### config.mk
export PLATFORM = sky130hd
export DESIGN_NAME = slm_top
export DESIGN_NICKNAME = d
export VERILOG_FILES = /design/src/rtl/slm_pkg.sv /design/src/rtl/slm_ramp_if.sv /design/src/rtl/slm_gain_ramp.sv /design/src/rtl/slm_top.sv
export VERILOG_INCLUDE_DIRS = /design/src /design/src/rtl
export SDC_FILE = /design/constraint.sdc
export NUM_CORES = 1
export LEC_CHECK = 0
export BUFFER_PORTS_ARGS = -buffer_cell sky130_fd_sc_hd__buf_2
export CORE_MARGIN = 5
export CORE_UTILIZATION = 52
export DETAILED_ROUTE_END_ITERATION = 12
export PLACE_DENSITY = 0.75
export SETUP_SLACK_MARGIN = 0.1
export SLEW_MARGIN = 40
export SYNTH_ARGS = -nofsm -noshare
export SYNTH_HDL_FRONTEND = slang
export SYNTH_SLANG_ARGS = --single-unit
### constraint.sdc
create_clock -name pclk -period 3.6 [get_ports pclk]
set_input_delay 0.72 -clock pclk [delete_from_list [all_inputs] [get_ports pclk]]
set_output_delay 0.72 -clock pclk [all_outputs]
set_load 0.01 [all_outputs]
### src/rtl/slm_cfg.svh
// Constants of the converter lock status and mute control block.
// Assumes inclusion by bare name from every file that needs it; the guard makes repeats harmless.
`ifndef SLM_CFG_SVH
`define SLM_CFG_SVH

// Register indices; the APB byte address is four times the index.
`define SLM_IDX_LOCK 16'hF580
`define SLM_IDX_MUTE 16'hF581
`define SLM_IDX_IRQ_STAT 16'hF582
`define SLM_IDX_IRQ_MASK 16'hF583
`define SLM_ADDR_W 18

// Reset values.
`define SLM_LOCK_RESET 16'h0000
`define SLM_MUTE_RESET 16'h0000
`define SLM_IRQ_RESET 16'h0000

// Field positions and masks of the mute control register.
`define SLM_BIT_RAMP0 8
`define SLM_BIT_RAMP1 9
`define SLM_BIT_AUTO 10
`define SLM_MUTE_WMASK 16'h07FF

// Converter count, group size and ramp length in input samples.
`define SLM_PAIRS 8
`define SLM_GROUP_SIZE 4
`define SLM_RAMP_SAMPLES 2048

`endif

### src/rtl/slm_pkg.sv
// Types shared by the converter lock status and mute control block.
// Assumes the constants header is on the include path.
`include "slm_cfg.svh"

package slm_pkg;

	// One bit per stereo converter.
	typedef logic [`SLM_PAIRS-1:0] slm_pair_vec_t;

	// Whole register state of the top module.
	typedef struct packed {
		logic [15:0] mute;
		slm_pair_vec_t lock;
		logic [15:0] irq_stat;
		logic [15:0] irq_mask;
		logic [31:0] prdata;
		logic pready;
		logic pslverr;
		logic irq;
	} slm_regs_t;

endpackage : slm_pkg

### src/rtl/slm_ramp_if.sv
// Interface between the control logic and one converter's gain ramp.
// Assumes both ends run on the same clock.
`timescale 1ns/100ps

interface slm_ramp_if #(
	parameter int GAIN_W = 12
);
	logic mute_target;
	logic hard_on;
	logic sample_stb;
	logic [GAIN_W-1:0] gain;
	logic muted;

	modport ctrl (output mute_target, output hard_on, output sample_stb, input gain, input muted);
	modport ramp (input mute_target, input hard_on, input sample_stb, output gain, output muted);
endinterface : slm_ramp_if

### src/rtl/slm_gain_ramp.sv
// Linear gain ramp of one stereo converter, one step per input sample.
// Assumes the sample strobe is a one-cycle pulse in the pclk domain.
`timescale 1ns/100ps
`include "slm_cfg.svh"

module slm_gain_ramp #(
	parameter int RAMP_LEN = `SLM_RAMP_SAMPLES,
	parameter int GAIN_W = $clog2(RAMP_LEN) + 1
) (
	// Clock and reset.
	input wire logic pclk,
	input wire logic presetn,
	// Control side.
	slm_ramp_if.ramp rif
);
	import slm_pkg::*;

	localparam logic [GAIN_W-1:0] FULL = GAIN_W'(RAMP_LEN);

	typedef struct packed {
		logic [GAIN_W-1:0] gain;
		logic muted;
	} slm_ramp_st_t;

	slm_ramp_st_t st_r;
	slm_ramp_st_t st_nxt;

	// Unless hard_on forces full gain, the gain moves from where it stands, so a reversal mid-ramp
	// turns round smoothly instead of jumping to either end.
	always_comb begin
		st_nxt = st_r;
		if (rif.hard_on) begin
			st_nxt.gain = FULL;
		end else if (rif.sample_stb) begin
			if (rif.mute_target && st_r.gain != '0) begin
				st_nxt.gain = st_r.gain - 1'b1;
			end else if (!rif.mute_target && st_r.gain != FULL) begin
				st_nxt.gain = st_r.gain + 1'b1;
			end
		end
		st_nxt.muted = (st_nxt.gain == '0);
	end

	// Reset leaves the converter unmuted at full gain.
	always_ff @(posedge pclk or negedge presetn) begin
		if (!presetn) begin
			st_r <= '{gain: FULL, muted: 1'b0};
		end else begin
			st_r <= st_nxt;
		end
	end

	assign rif.gain = st_r.gain;
	assign rif.muted = st_r.muted;

endmodule : slm_gain_ramp

### src/rtl/slm_top.sv
// Lock status, mute control and gain ramps of eight stereo rate converters.
// Assumes an APB master on pclk and converter datapaths whose lock conditions
// and input sample strobes are synchronous to pclk.
`timescale 1ns/100ps
`include "slm_cfg.svh"

module slm_top #(
	parameter int RAMP_LEN = `SLM_RAMP_SAMPLES,
	parameter int GAIN_W = $clog2(RAMP_LEN) + 1
) (
	// Clock and reset.
	input wire logic pclk,
	input wire logic presetn,
	// APB slave.
	input wire logic psel,
	input wire logic penable,
	input wire logic pwrite,
	input wire logic [`SLM_ADDR_W-1:0] paddr,
	input wire logic [31:0] pwdata,
	output logic [31:0] prdata,
	output logic pready,
	output logic pslverr,
	// Lock conditions from the converters.
	input wire slm_pkg::slm_pair_vec_t rate_set,
	input wire slm_pkg::slm_pair_vec_t rate_steady,
	input wire slm_pkg::slm_pair_vec_t ratio_done,
	// Audio side.
	input wire slm_pkg::slm_pair_vec_t in_sample_stb,
	output logic [`SLM_PAIRS-1:0][GAIN_W-1:0] pair_gain,
	output slm_pkg::slm_pair_vec_t pair_muted,
	// Interrupt.
	output logic irq
);
	import slm_pkg::*;

	localparam logic [GAIN_W-1:0] FULL = GAIN_W'(RAMP_LEN);

	slm_regs_t r;
	slm_regs_t r_nxt;

	slm_pair_vec_t cond_all;
	slm_pair_vec_t mute_tgt;
	slm_pair_vec_t grp_dis;
	logic setup_ph;
	logic wr_commit;
	logic [15:0] mute_wr;

	// Byte address of a register index.
	function automatic logic addr_hit(input logic [`SLM_ADDR_W-1:0] a, input logic [15:0] idx);
		addr_hit = (a == {idx, 2'b00});
	endfunction : addr_hit

	// Read value of a register; reserved bits read as zero.
	function automatic logic [31:0] read_word(input logic [`SLM_ADDR_W-1:0] a, input slm_regs_t s);
		read_word = 32'h0000_0000;
		if (addr_hit(a, `SLM_IDX_LOCK)) begin
			read_word = {24'h00_0000, s.lock};
		end else if (addr_hit(a, `SLM_IDX_MUTE)) begin
			read_word = {16'h0000, s.mute & `SLM_MUTE_WMASK};
		end else if (addr_hit(a, `SLM_IDX_IRQ_STAT)) begin
			read_word = {16'h0000, s.irq_stat};
		end else if (addr_hit(a, `SLM_IDX_IRQ_MASK)) begin
			read_word = {16'h0000, s.irq_mask};
		end
	endfunction : read_word

	// Whether an address maps onto any register.
	function automatic logic mapped(input logic [`SLM_ADDR_W-1:0] a);
		mapped = addr_hit(a, `SLM_IDX_LOCK) || addr_hit(a, `SLM_IDX_MUTE) ||
			addr_hit(a, `SLM_IDX_IRQ_STAT) || addr_hit(a, `SLM_IDX_IRQ_MASK);
	endfunction : mapped

	// All three lock conditions per converter.
	assign cond_all = rate_set & rate_steady & ratio_done;

	// APB phases; a write lands only at the edge where pready is seen high.
	assign setup_ph = psel && !penable;
	assign wr_commit = psel && penable && r.pready && pwrite;
	assign mute_wr = pwdata[15:0] & `SLM_MUTE_WMASK;

	// Group disable and mute target per converter. The manual bit is ORed in
	// with the lock term, so it holds the mute whatever lock does.
	always_comb begin
		for (int i = 0; i < `SLM_PAIRS; i++) begin
			grp_dis[i] = (i < `SLM_GROUP_SIZE) ? r.mute[`SLM_BIT_RAMP0] : r.mute[`SLM_BIT_RAMP1];
			mute_tgt[i] = !grp_dis[i] && (r.mute[i] || (r.mute[`SLM_BIT_AUTO] && r.lock[i]));
		end
	end

	// Next register state: bus slave, lock capture and interrupt flags.
	always_comb begin
		logic [15:0] lost;
		logic [15:0] clr;
		lost = 16'h0000;
		clr = 16'h0000;
		r_nxt = r;

		// Lock bit is low when locked, high when any condition is missing.
		r_nxt.lock = ~cond_all;

		// Loss of lock sets the low byte, regain sets the high byte.
		lost = {r.lock & ~r_nxt.lock, ~r.lock & r_nxt.lock};

		// Answer one cycle after setup, so every transfer has one wait-free access.
		r_nxt.pready = setup_ph;
		if (setup_ph) begin
			r_nxt.prdata = pwrite ? 32'h0000_0000 : read_word(paddr, r);
			r_nxt.pslverr = !mapped(paddr);
		end else if (!psel) begin
			r_nxt.prdata = 32'h0000_0000;
			r_nxt.pslverr = 1'b0;
		end

		// Writes; the lock register is read only and ignores them.
		if (wr_commit) begin
			if (addr_hit(paddr, `SLM_IDX_MUTE)) begin
				r_nxt.mute = mute_wr;
			end
			if (addr_hit(paddr, `SLM_IDX_IRQ_STAT)) begin
				clr = pwdata[15:0];
			end
			if (addr_hit(paddr, `SLM_IDX_IRQ_MASK)) begin
				r_nxt.irq_mask = pwdata[15:0];
			end
		end

		// A new event in the clearing cycle survives the clear.
		r_nxt.irq_stat = (r.irq_stat & ~clr) | lost;
		r_nxt.irq = |(r_nxt.irq_stat & r_nxt.irq_mask);
	end

	// State register; everything resets to constants.
	always_ff @(posedge pclk or negedge presetn) begin
		if (!presetn) begin
			r <= '{mute: `SLM_MUTE_RESET, lock: slm_pair_vec_t'(`SLM_LOCK_RESET), irq_stat: `SLM_IRQ_RESET,
				irq_mask: `SLM_IRQ_RESET, prdata: 32'h0000_0000, pready: 1'b0, pslverr: 1'b0,
				irq: 1'b0};
		end else begin
			r <= r_nxt;
		end
	end

	assign prdata = r.prdata;
	assign pready = r.pready;
	assign pslverr = r.pslverr;
	assign irq = r.irq;

	// One gain ramp per converter, each stepped by its own input samples.
	genvar g;
	generate
		for (g = 0; g < `SLM_PAIRS; g++) begin : g_pair
			slm_ramp_if #(.GAIN_W(GAIN_W)) rif ();
			assign rif.mute_target = mute_tgt[g];
			assign rif.hard_on = grp_dis[g];
			assign rif.sample_stb = in_sample_stb[g];
			assign pair_gain[g] = rif.gain;
			assign pair_muted[g] = rif.muted;
			slm_gain_ramp #(.RAMP_LEN(RAMP_LEN), .GAIN_W(GAIN_W)) u_ramp (
				.pclk(pclk),
				.presetn(presetn),
				.rif(rif)
			);
		end
	endgenerate

	// Helpers for the checks below; converter 0 and 4 stand for their groups.
	logic [GAIN_W-1:0] g0;
	logic [GAIN_W-1:0] g4;
	logic hit_lock_rd;
	assign g0 = pair_gain[0];
	assign g4 = pair_gain[4];
	assign hit_lock_rd = setup_ph && !pwrite && addr_hit(paddr, `SLM_IDX_LOCK);

	property p_locked_all;
		@(posedge pclk) disable iff (!presetn)
		(cond_all == 8'hFF) |=> (r.lock == 8'h00);
	endproperty
	a_locked_all: assert property (p_locked_all) else $error("Lock bits not all low with all conditions met.");

	// The sampled reset keeps the release edge, where the state is still held, out of this check.
	property p_lock_polarity;
		@(posedge pclk) disable iff (!presetn)
		presetn |=> (r.lock == ~$past(cond_all));
	endproperty
	a_lock_polarity: assert property (p_lock_polarity) else $error("Lock bit polarity or timing wrong.");

	property p_lock_read;
		@(posedge pclk) disable iff (!presetn)
		hit_lock_rd |=> (prdata[31:8] == 24'h00_0000) && (prdata[7:0] == $past(r.lock)) && pready && !pslverr;
	endproperty
	a_lock_read: assert property (p_lock_read) else $error("Lock register read returned wrong data.");

	property p_mute_write;
		@(posedge pclk) disable iff (!presetn)
		(wr_commit && addr_hit(paddr, `SLM_IDX_MUTE)) |=> (r.mute == $past(mute_wr));
	endproperty
	a_mute_write: assert property (p_mute_write) else $error("Mute register write not stored.");

	property p_reserved_zero;
		@(posedge pclk) disable iff (!presetn)
		r.mute[15:11] == 5'h00;
	endproperty
	a_reserved_zero: assert property (p_reserved_zero) else $error("Reserved mute bits became set.");

	property p_step_only_on_sample;
		@(posedge pclk) disable iff (!presetn)
		(!in_sample_stb[0] && !r.mute[`SLM_BIT_RAMP0]) |=> (g0 == $past(g0));
	endproperty
	a_step_only_on_sample: assert property (p_step_only_on_sample) else $error("Gain moved without a sample.");

	property p_gain_bounded;
		@(posedge pclk) disable iff (!presetn)
		(g0 <= FULL) && (g4 <= FULL);
	endproperty
	a_gain_bounded: assert property (p_gain_bounded) else $error("Gain exceeded full scale.");

	property p_auto_mute_down;
		@(posedge pclk) disable iff (!presetn)
		(r.mute[`SLM_BIT_AUTO] && r.lock[0] && !r.mute[`SLM_BIT_RAMP0] && in_sample_stb[0] && g0 != '0)
		|=> (g0 == $past(g0) - 1'b1);
	endproperty
	a_auto_mute_down: assert property (p_auto_mute_down) else $error("Automatic mute did not ramp down.");

	property p_relock_up;
		@(posedge pclk) disable iff (!presetn)
		(r.mute[`SLM_BIT_AUTO] && !r.lock[0] && !r.mute[0] && !r.mute[`SLM_BIT_RAMP0] && in_sample_stb[0]
			&& g0 != FULL) |=> (g0 == $past(g0) + 1'b1);
	endproperty
	a_relock_up: assert property (p_relock_up) else $error("Relock did not ramp gain up.");

	property p_manual_wins;
		@(posedge pclk) disable iff (!presetn)
		(r.mute[0] && !r.lock[0] && !r.mute[`SLM_BIT_RAMP0] && in_sample_stb[0] && g0 != '0)
		|=> (g0 == $past(g0) - 1'b1);
	endproperty
	a_manual_wins: assert property (p_manual_wins) else $error("Manual mute did not hold while locked.");

	property p_group_split;
		@(posedge pclk) disable iff (!presetn)
		(r.mute[`SLM_BIT_RAMP0] && !r.mute[`SLM_BIT_RAMP1] && r.mute[4] && in_sample_stb[4] && g4 != '0)
		|=> (g0 == FULL) && (g4 == $past(g4) - 1'b1);
	endproperty
	a_group_split: assert property (p_group_split) else $error("Group disable crossed into other group.");

	property p_disable_full;
		@(posedge pclk) disable iff (!presetn)
		r.mute[`SLM_BIT_RAMP1] [*2] |-> (g4 == FULL) && !pair_muted[7];
	endproperty
	a_disable_full: assert property (p_disable_full) else $error("Disabled group not fully active.");

	property p_ramp_enable_bits;
		@(posedge pclk) disable iff (!presetn)
		(grp_dis[3] == r.mute[`SLM_BIT_RAMP0]) && (grp_dis[7] == r.mute[`SLM_BIT_RAMP1]);
	endproperty
	a_ramp_enable_bits: assert property (p_ramp_enable_bits) else $error("Ramp disable bit mapped wrongly.");

	// Bus, interrupt, muted flag and group one disable checks; the event flags are watched on converter 0 only.
	property p_ready_after_setup;
		@(posedge pclk) disable iff (!presetn)
		setup_ph |=> pready;
	endproperty
	a_ready_after_setup: assert property (p_ready_after_setup) else $error("No answer after a setup cycle.");

	property p_idle_zero;
		@(posedge pclk) disable iff (!presetn)
		!psel |=> (prdata == 32'h0000_0000) && !pready && !pslverr;
	endproperty
	a_idle_zero: assert property (p_idle_zero) else $error("Bus outputs not quiet while idle.");

	property p_unmapped_err;
		@(posedge pclk) disable iff (!presetn)
		(setup_ph && !mapped(paddr)) |=> pready && pslverr && (prdata == 32'h0000_0000);
	endproperty
	a_unmapped_err: assert property (p_unmapped_err) else $error("Unmapped address not refused.");

	property p_lock_wr_ignored;
		@(posedge pclk) disable iff (!presetn)
		(wr_commit && addr_hit(paddr, `SLM_IDX_LOCK)) |=> $stable(r.mute) && $stable(r.irq_mask);
	endproperty
	a_lock_wr_ignored: assert property (p_lock_wr_ignored) else $error("Lock register write changed state.");

	property p_read_mute;
		@(posedge pclk) disable iff (!presetn)
		(setup_ph && !pwrite && addr_hit(paddr, `SLM_IDX_MUTE))
		|=> (prdata == {16'h0000, $past(r.mute)}) && pready && !pslverr;
	endproperty
	a_read_mute: assert property (p_read_mute) else $error("Mute register read returned wrong data.");

	property p_lost_sets;
		@(posedge pclk) disable iff (!presetn)
		(presetn && !r.lock[0] && !cond_all[0]) |=> r.irq_stat[0];
	endproperty
	a_lost_sets: assert property (p_lost_sets) else $error("Loss of lock did not set its flag.");

	property p_regain_sets;
		@(posedge pclk) disable iff (!presetn)
		(r.lock[0] && cond_all[0]) |=> r.irq_stat[8];
	endproperty
	a_regain_sets: assert property (p_regain_sets) else $error("Regained lock did not set its flag.");

	property p_stat_clear;
		@(posedge pclk) disable iff (!presetn)
		(wr_commit && addr_hit(paddr, `SLM_IDX_IRQ_STAT) && pwdata[0] && (r.lock[0] || cond_all[0]))
		|=> !r.irq_stat[0];
	endproperty
	a_stat_clear: assert property (p_stat_clear) else $error("Writing one did not clear the flag.");

	property p_mask_write;
		@(posedge pclk) disable iff (!presetn)
		(wr_commit && addr_hit(paddr, `SLM_IDX_IRQ_MASK)) |=> (r.irq_mask == $past(pwdata[15:0]));
	endproperty
	a_mask_write: assert property (p_mask_write) else $error("Mask register write not stored.");

	property p_irq_level;
		@(posedge pclk) disable iff (!presetn)
		irq == |(r.irq_stat & r.irq_mask);
	endproperty
	a_irq_level: assert property (p_irq_level) else $error("Interrupt level disagrees with flags.");

	property p_muted_flag;
		@(posedge pclk) disable iff (!presetn)
		(pair_muted[0] == (g0 == '0)) && (pair_muted[4] == (g4 == '0));
	endproperty
	a_muted_flag: assert property (p_muted_flag) else $error("Muted flag disagrees with gain.");

	property p_ramp1_group;
		@(posedge pclk) disable iff (!presetn)
		(r.mute[`SLM_BIT_RAMP1] && !r.mute[`SLM_BIT_RAMP0] && r.mute[0] && in_sample_stb[0] && g0 != '0)
		|=> (g4 == FULL) && (g0 == $past(g0) - 1'b1);
	endproperty
	a_ramp1_group: assert property (p_ramp1_group) else $error("Group one disable crossed into group zero.");

endmodule : slm_top

After elaboration in Yosys (flattened, before gate mapping)
Cells that the tools add are included.
{"block": "word_totals", "register_bits": 190, "output_inout_bits": 139, "wordCells": 186}
{"block": "classes", "n_addsub": 16, "eq_ne": 13, "mux": 45, "bitwise": 11, "reduce_logical": 77}
{"operator": "2-to-1 mux 12 bit", "count": 32}
{"operator": "2-to-1 mux 16 bit", "count": 8}
{"operator": "adder 12 x 1 -> 12 bit, second input constant", "count": 8}
{"operator": "logical NOT 12 bit", "count": 8}
{"operator": "2-to-1 mux 32 bit", "count": 3}
{"operator": "inequality test 12 bit, second input constant", "count": 8}
{"operator": "nonzero test 12 bit", "count": 8}
{"operator": "subtractor 12 x 1 -> 12 bit, second input constant", "count": 8}
{"operator": "== test 18 bit, second input constant", "count": 4}
{"operator": "logical AND 1 bit", "count": 36}
{"operator": "AND 16 bit", "count": 2}
{"operator": "AND 8 bit", "count": 4}
{"operator": "NOT 8 bit", "count": 3}
{"operator": "NOT 16 bit", "count": 1}
{"operator": "bitwise OR 16 bit", "count": 1}
{"operator": "OR reduction 16 bit", "count": 1}
{"operator": "logical NOT 1 bit", "count": 12}
{"operator": "logical OR 1 bit", "count": 11}
{"operator": "2-to-1 mux 1 bit", "count": 2}
{"operator": "inequality test 2 x 1 -> 1 bit, second input constant", "count": 1}
{"operator": "AND reduction 2 bit", "count": 1}

Longest topological paths before layout
{"block": "depth", "word_depth": 10, "depth_mapped": 11, "ltp_nobuf": 9}

Hierarchy
Synthesis repeated with hierarchy kept, for this count alone.
{"block": "hier_totals", "hier_cells": 1509, "area_unflattened_um2": 13450.4}
{"module": "slm_gain_ramp at g_pair[0].u_ramp ...", "instances": 7, "cells_per_inst": 140, "area_each_um2": 1206.2, "seq_area_each_um2": 326.6}
{"module": "slm_top", "instances": 1, "cells_per_inst": 406, "area_each_um2": 3978.8, "seq_area_each_um2": 1751.7}
{"module": "slm_gain_ramp at g_pair[7].u_ramp", "instances": 1, "cells_per_inst": 123, "area_each_um2": 1028.5, "seq_area_each_um2": 326.6}

Worst setup path before layout
OpenSTA, ideal clock, no wires.
{"block": "synth_path", "kind": "register -> register", "from": "reg g_pair[0].u_ramp.st_r, in the netlist g_pair[0].u_ramp.rif.gain[0]", "to": "reg g_pair[0].u_ramp.st_r, in the netlist g_pair[0].u_ramp.rif.muted", "setup_time_ps": 96, "t_arrival_ps": 3078, "required_ps": 3504, "path_slack_ps": 427, "path_stages_with_launch": 12, "synth_period_minus_slack_ps": 3173, "cell_sequence": "dfrtp_1 -> inv_1 -> ha_1 -> or3b_1 -> clkbuf_1 -> o311a_1 -> buf_6 -> mux2i_4 -> mux2i_1 -> or4_1 -> a2111o_1 -> nor4_2"}
{"element": "start: declaration", "line_no": "slm_gain_ramp.sv:25", "source": "slm_ramp_st_t st_r;"}
{"element": "start signal: assignment", "line_no": "slm_gain_ramp.sv:47", "source": "st_r <= '{gain: FULL, muted: 1'b0};"}
{"element": "start signal: assignment", "line_no": "slm_gain_ramp.sv:49", "source": "st_r <= st_nxt;"}

==> summary.txt <==
Critical path
  – Worst path slowest cell: or4_1
  – Maximum fanout along the worst path: 8
  – Required time worst endpoint: between 3 and 4 ns
  – Largest stage delay, worst path: 0.53 ns
  – WS Path Type: flop to flop
  – CP Launch Type: flop
  – Critical path, cell by cell: inv_1 > ha_1 > or3b_1 > o311a_4 > mux2i_4 > mux2i_1 > or4_1 > a2111o_1 > nor4_2
  – CP Capture Type: flop
  – Worst Path Arrival: 3.70 ns

STA
  – Hold_ws: 0.192 ns
  – Slew @ Worst Pin: 0.714 ns
  – Finish-stage setup viols: 0
  – Clock skew: 0.00952 ns
  – Normalized max-slew margin: 0.519
  – Unrepaired setup endpoints after global routing: no
  – Fmax achieved: 297 MHz
  – Final period util: 0.934
  – Setup TNS Final: 0 ns
  – Pins Over Slew Limit: 0
  – Final worst slack: 0.236 ns
  – Final Hold Vio Count: 0
  – Min Tclk post-route: 3.36 ns

Synth
  – Area leader, netlist: dfrtp_1
  – XOR/XNOR share of the synthesized area: 0.0381
  – Number of enable flip-flop cells after synthesis: 0
  – Adder-Cell Fraction of Synth Area: 0.0164
  – Seq/Total Area, Yosys: 0.358
  – Mapped Cells: 1411
  – Asr flop ratio synth: 1.00
  – Simple-gate share of the synthesized area: 0.263
  – Synthesized flop and latch total: ~170
  – Unique masters post-synth: 86
  – Top-area cell type share of the netlist area: 0.341
  – Synth warn: 0
  – Synth Cell Area: 12200 µm²
  – Top cells by area, synth: dfrtp_1 34%, nor2_1 4.2%, a21oi_1 3.3%, mux2_2 3.2%, xnor2_1 2.7%
  – Compound-Gate Fraction of Synth Area: 0.190
  – Largest family of logic cells by synthesized area: simple AND/OR/NAND/NOR gates
  – Mean post-synth cell area: 8.64 µm²
  – Top_reg_cell synth: dfrtp_1
  – Mux cell area share after synthesis: 0.0636

Global route
  – GR Util met3: 0.0353
  – Largest net degree at the start of global routing: approximately 110
  – Global routing met1 resource utilization: 0.345
  – Remaining global-route overflow: 0
  – Vias in the first global route: 11117
  – Global-route usage over all layers: 0.254
  – Initial antenna violation count: 4
  – Wire length of the first global-routing pass: approximately 56000 µm
  – Gr busiest metal: met2
  – GR Util met2: 0.431

Power and ir drop
  – Switch Pwr: 0.935 mW
  – Internal power: approximately 3.2 mW
  – Logic pwr share: 0.043
  – Worst VDD drop: around 0.31 mV
  – Power density over the cells: 291 nW/µm²
  – Sequential Power Share: 0.480
  – Clock power frac: 0.477
  – Leak: 6.32 nW
  – Switching share of power: 0.228
  – Final Power: 4.10 mW

Die
  – Die ar.: 26600 µm²
  – Die Ht: approximately 160 µm
  – Core area: 23300 µm²
  – Top-level I/O count: 226
  – # rows: 56
  – Die width: 163 µm
  – Starting Density: 0.524

Job
  – Max Cap Viol: 0

Layout
  – Nets: between 1500 and 2000
  – Fill cell count: 2081
  – Cell Count, Final, Fillers Out: 1902
  – Area delta synth->final: 15.6%
  – Layout cells sized above 1: 0.226

Detailed routing
  – Final WL: approximately 34000 µm
  – Post-route ant nets: 0
  – Via count: around 12000
  – Wirelength per Cell: 18.0 µm
  – DRC: 0
  – First drt pass iteration count: 5
  – Via/cell ratio: 6.16
  – Iteration-0 DRC Markers: roughly 900

Run status
  – Status: complete, no violations

Place
  – Detailed Place HPWL: 25000 µm
  – IO Port Bufs: 193
  – Gpl congestion: 0.944
  – DP Cell Count: 1868
  – Dpl ws: 0.203 ns

CTS
  – Root buf cell: clkbuf_16
  – TritonCTS clock tree: done
  – Clock Path Buffers: 2
  – Clock Latency Late Sink: 0.43 ns
  – # clock sinks: 174
  – Clock slew at reported path FFs: roughly 0.070 ns
  – Total CTS buffers: 17
  – Post-CTS setup buffers: 0
  – H-Tree Level Count: 4

Worst hold path
  – Worst Hold Class: primary input to async pin
per-stage QoR:
step / utilization / area (µm²)
5_1_grt: 0.606 / 14100
6_report: 0.606 / 14100
2_1_floorplan: - / 12200
3_5_place_dp: 0.577 / 13400
3_3_place_gp: 0.577 / 13400
4_1_cts: 0.604 / 14000
layout make-up:
cell class | instances | area, µm² | area share
tap | 319 | 399 | 0.0283
antenna | 1 | 2.50 | 0.000178
multi-input combinational | 1071 | 7050 | 0.501
clock buffer | 19 | 453 | 0.0321
sequential | 174 | 4370 | 0.310
clock inverter | 13 | 173 | 0.0123
inverter | 55 | 206 | 0.0147
timing repair buffer | 250 | 1440 | 0.102
sequential cells by signal, summed over array words and instances (netlist names):
signal                   count
g_pair.u_ramp.rif.gain      96
r                           49
pslverr                      1
g_pair.u_ramp.rif.muted      8
g_pair.rif.hard_on           2
irq                          1
pready                       1
prdata                      16
synthesized netlist by cell type, drive strengths merged, types with 7 or more instances:
cell / number
a2111o: 7
nand3: 56
nor2b: 26
a21boi: 7
buf: 52
or4: 22
o2111ai: 8
a221oi: 12
o211ai: 7
xnor2: 38
xor2: 15
clkbuf: 74
a31oi: 9
a32oi: 15
o221ai: 10
a221o: 9
a21oi: 81
inv: 54
nand4b: 7
a211oi: 11
ha: 16
dfstp: 8
nand3b: 12
a211o: 14
nand2b: 15
a21o: 15
o21a: 7
o21ai: 50
or3: 32
a22oi: 10
nor3: 37
nand2: 85
a22o: 7
dfrtp: 166
mux2i: 30
and2: 20
nand4: 47
and3: 23
mux2: 35
nor2: 135
nor4: 31
nor4b: 8
path summary, 6_finish.rpt:
path | endpoint | slack, ns | cells past startpoint | startpoint
worst max-delay path | g_pair[0].u_ramp.rif.muted | 0.24 | 9 | g_pair[0].u_ramp.rif.gain[0]
worst min-delay path | g_pair[5].u_ramp.rif.gain[6] | 0.19 | 1 | presetn
worst max register to register | g_pair[0].u_ramp.rif.muted | 0.24 | 9 | g_pair[0].u_ramp.rif.gain[0]
worst min register to register | prdata[5] | 0.47 | 1 | prdata[5]
max in group asynchronous | g_pair[0].u_ramp.rif.gain[11] | 2.41 | 3 | presetn
min in group pclk | prdata[5] | 0.47 | 1 | prdata[5]
metal layers:
layer | part of all wire | wire length [µm] | vias to the layer above
met5 | 0.0015 | 52 | -
li1 | - | - | 5540
met3 | 0.053 | 1830 | 52
met4 | 0.016 | 536 | 8
met2 | 0.50 | 17000 | 385
met1 | 0.43 | 14800 | 5730
power groups by stage:
stage	registers, mW	logic (mW)	clock network, mW
after floorplan	2.00	0.0760	0
after global placement	2.00	0.171	0
after detailed placement	2.00	0.175	0
after CTS	1.97	0.176	2.00
after global routing	1.97	0.199	2.08
final	1.97	0.178	1.96
what timing repair did:
action	in CTS	in global routing
gates resized for setup	0	2
endpoints found under the setup margin	0	1
hold buffers	0	0
cell usage in the layout, fill, tap and decap left out, types with 11 or more instances in the layout:
master,n
clkbuf_16,17
and2_1,20
a32oi_1,15
and3_1,23
a21oi_1,81
nor3_1,36
a21o_1,15
nand3b_1,12
mux2i_1,29
nor4_1,28
inv_1,53
or4_1,21
a211oi_1,11
ha_1,16
o21ai_0,43
dfrtp_1,164
nor2_1,135
nand4_1,47
xnor2_1,38
buf_2,192
nor2b_1,26
or3_1,32
nand2b_1,15
a211o_1,14
mux2_2,35
conb_1,16
nand3_1,56
nand2_1,85
xor2_1,15
buf_4,55
a221oi_1,12
worst max-delay path: cells and delay by family, from the launching register on:
kind,cells,cell delay [ns]
and+or+nand+nor,3,1.22
muxes,2,0.39
buffers and inverters,1,0.15
AOI/OAI and AO/OA,2,0.88
DFF,1,0.46
adders and majority gates,1,0.18
kinds of logic (layout without fill, tap and decap cells):
logic type	count (synthesis)	count (layout)
and+or+nand+nor	590	590
muxes	68	68
other	1	17
AOI/OAI and AO/OA	328	328
adders and majority gates	16	16
buffers and inverters	181	337
xor gates and xnor gates	53	53
DFF	174	174
(Power assumes the default switching activity.)
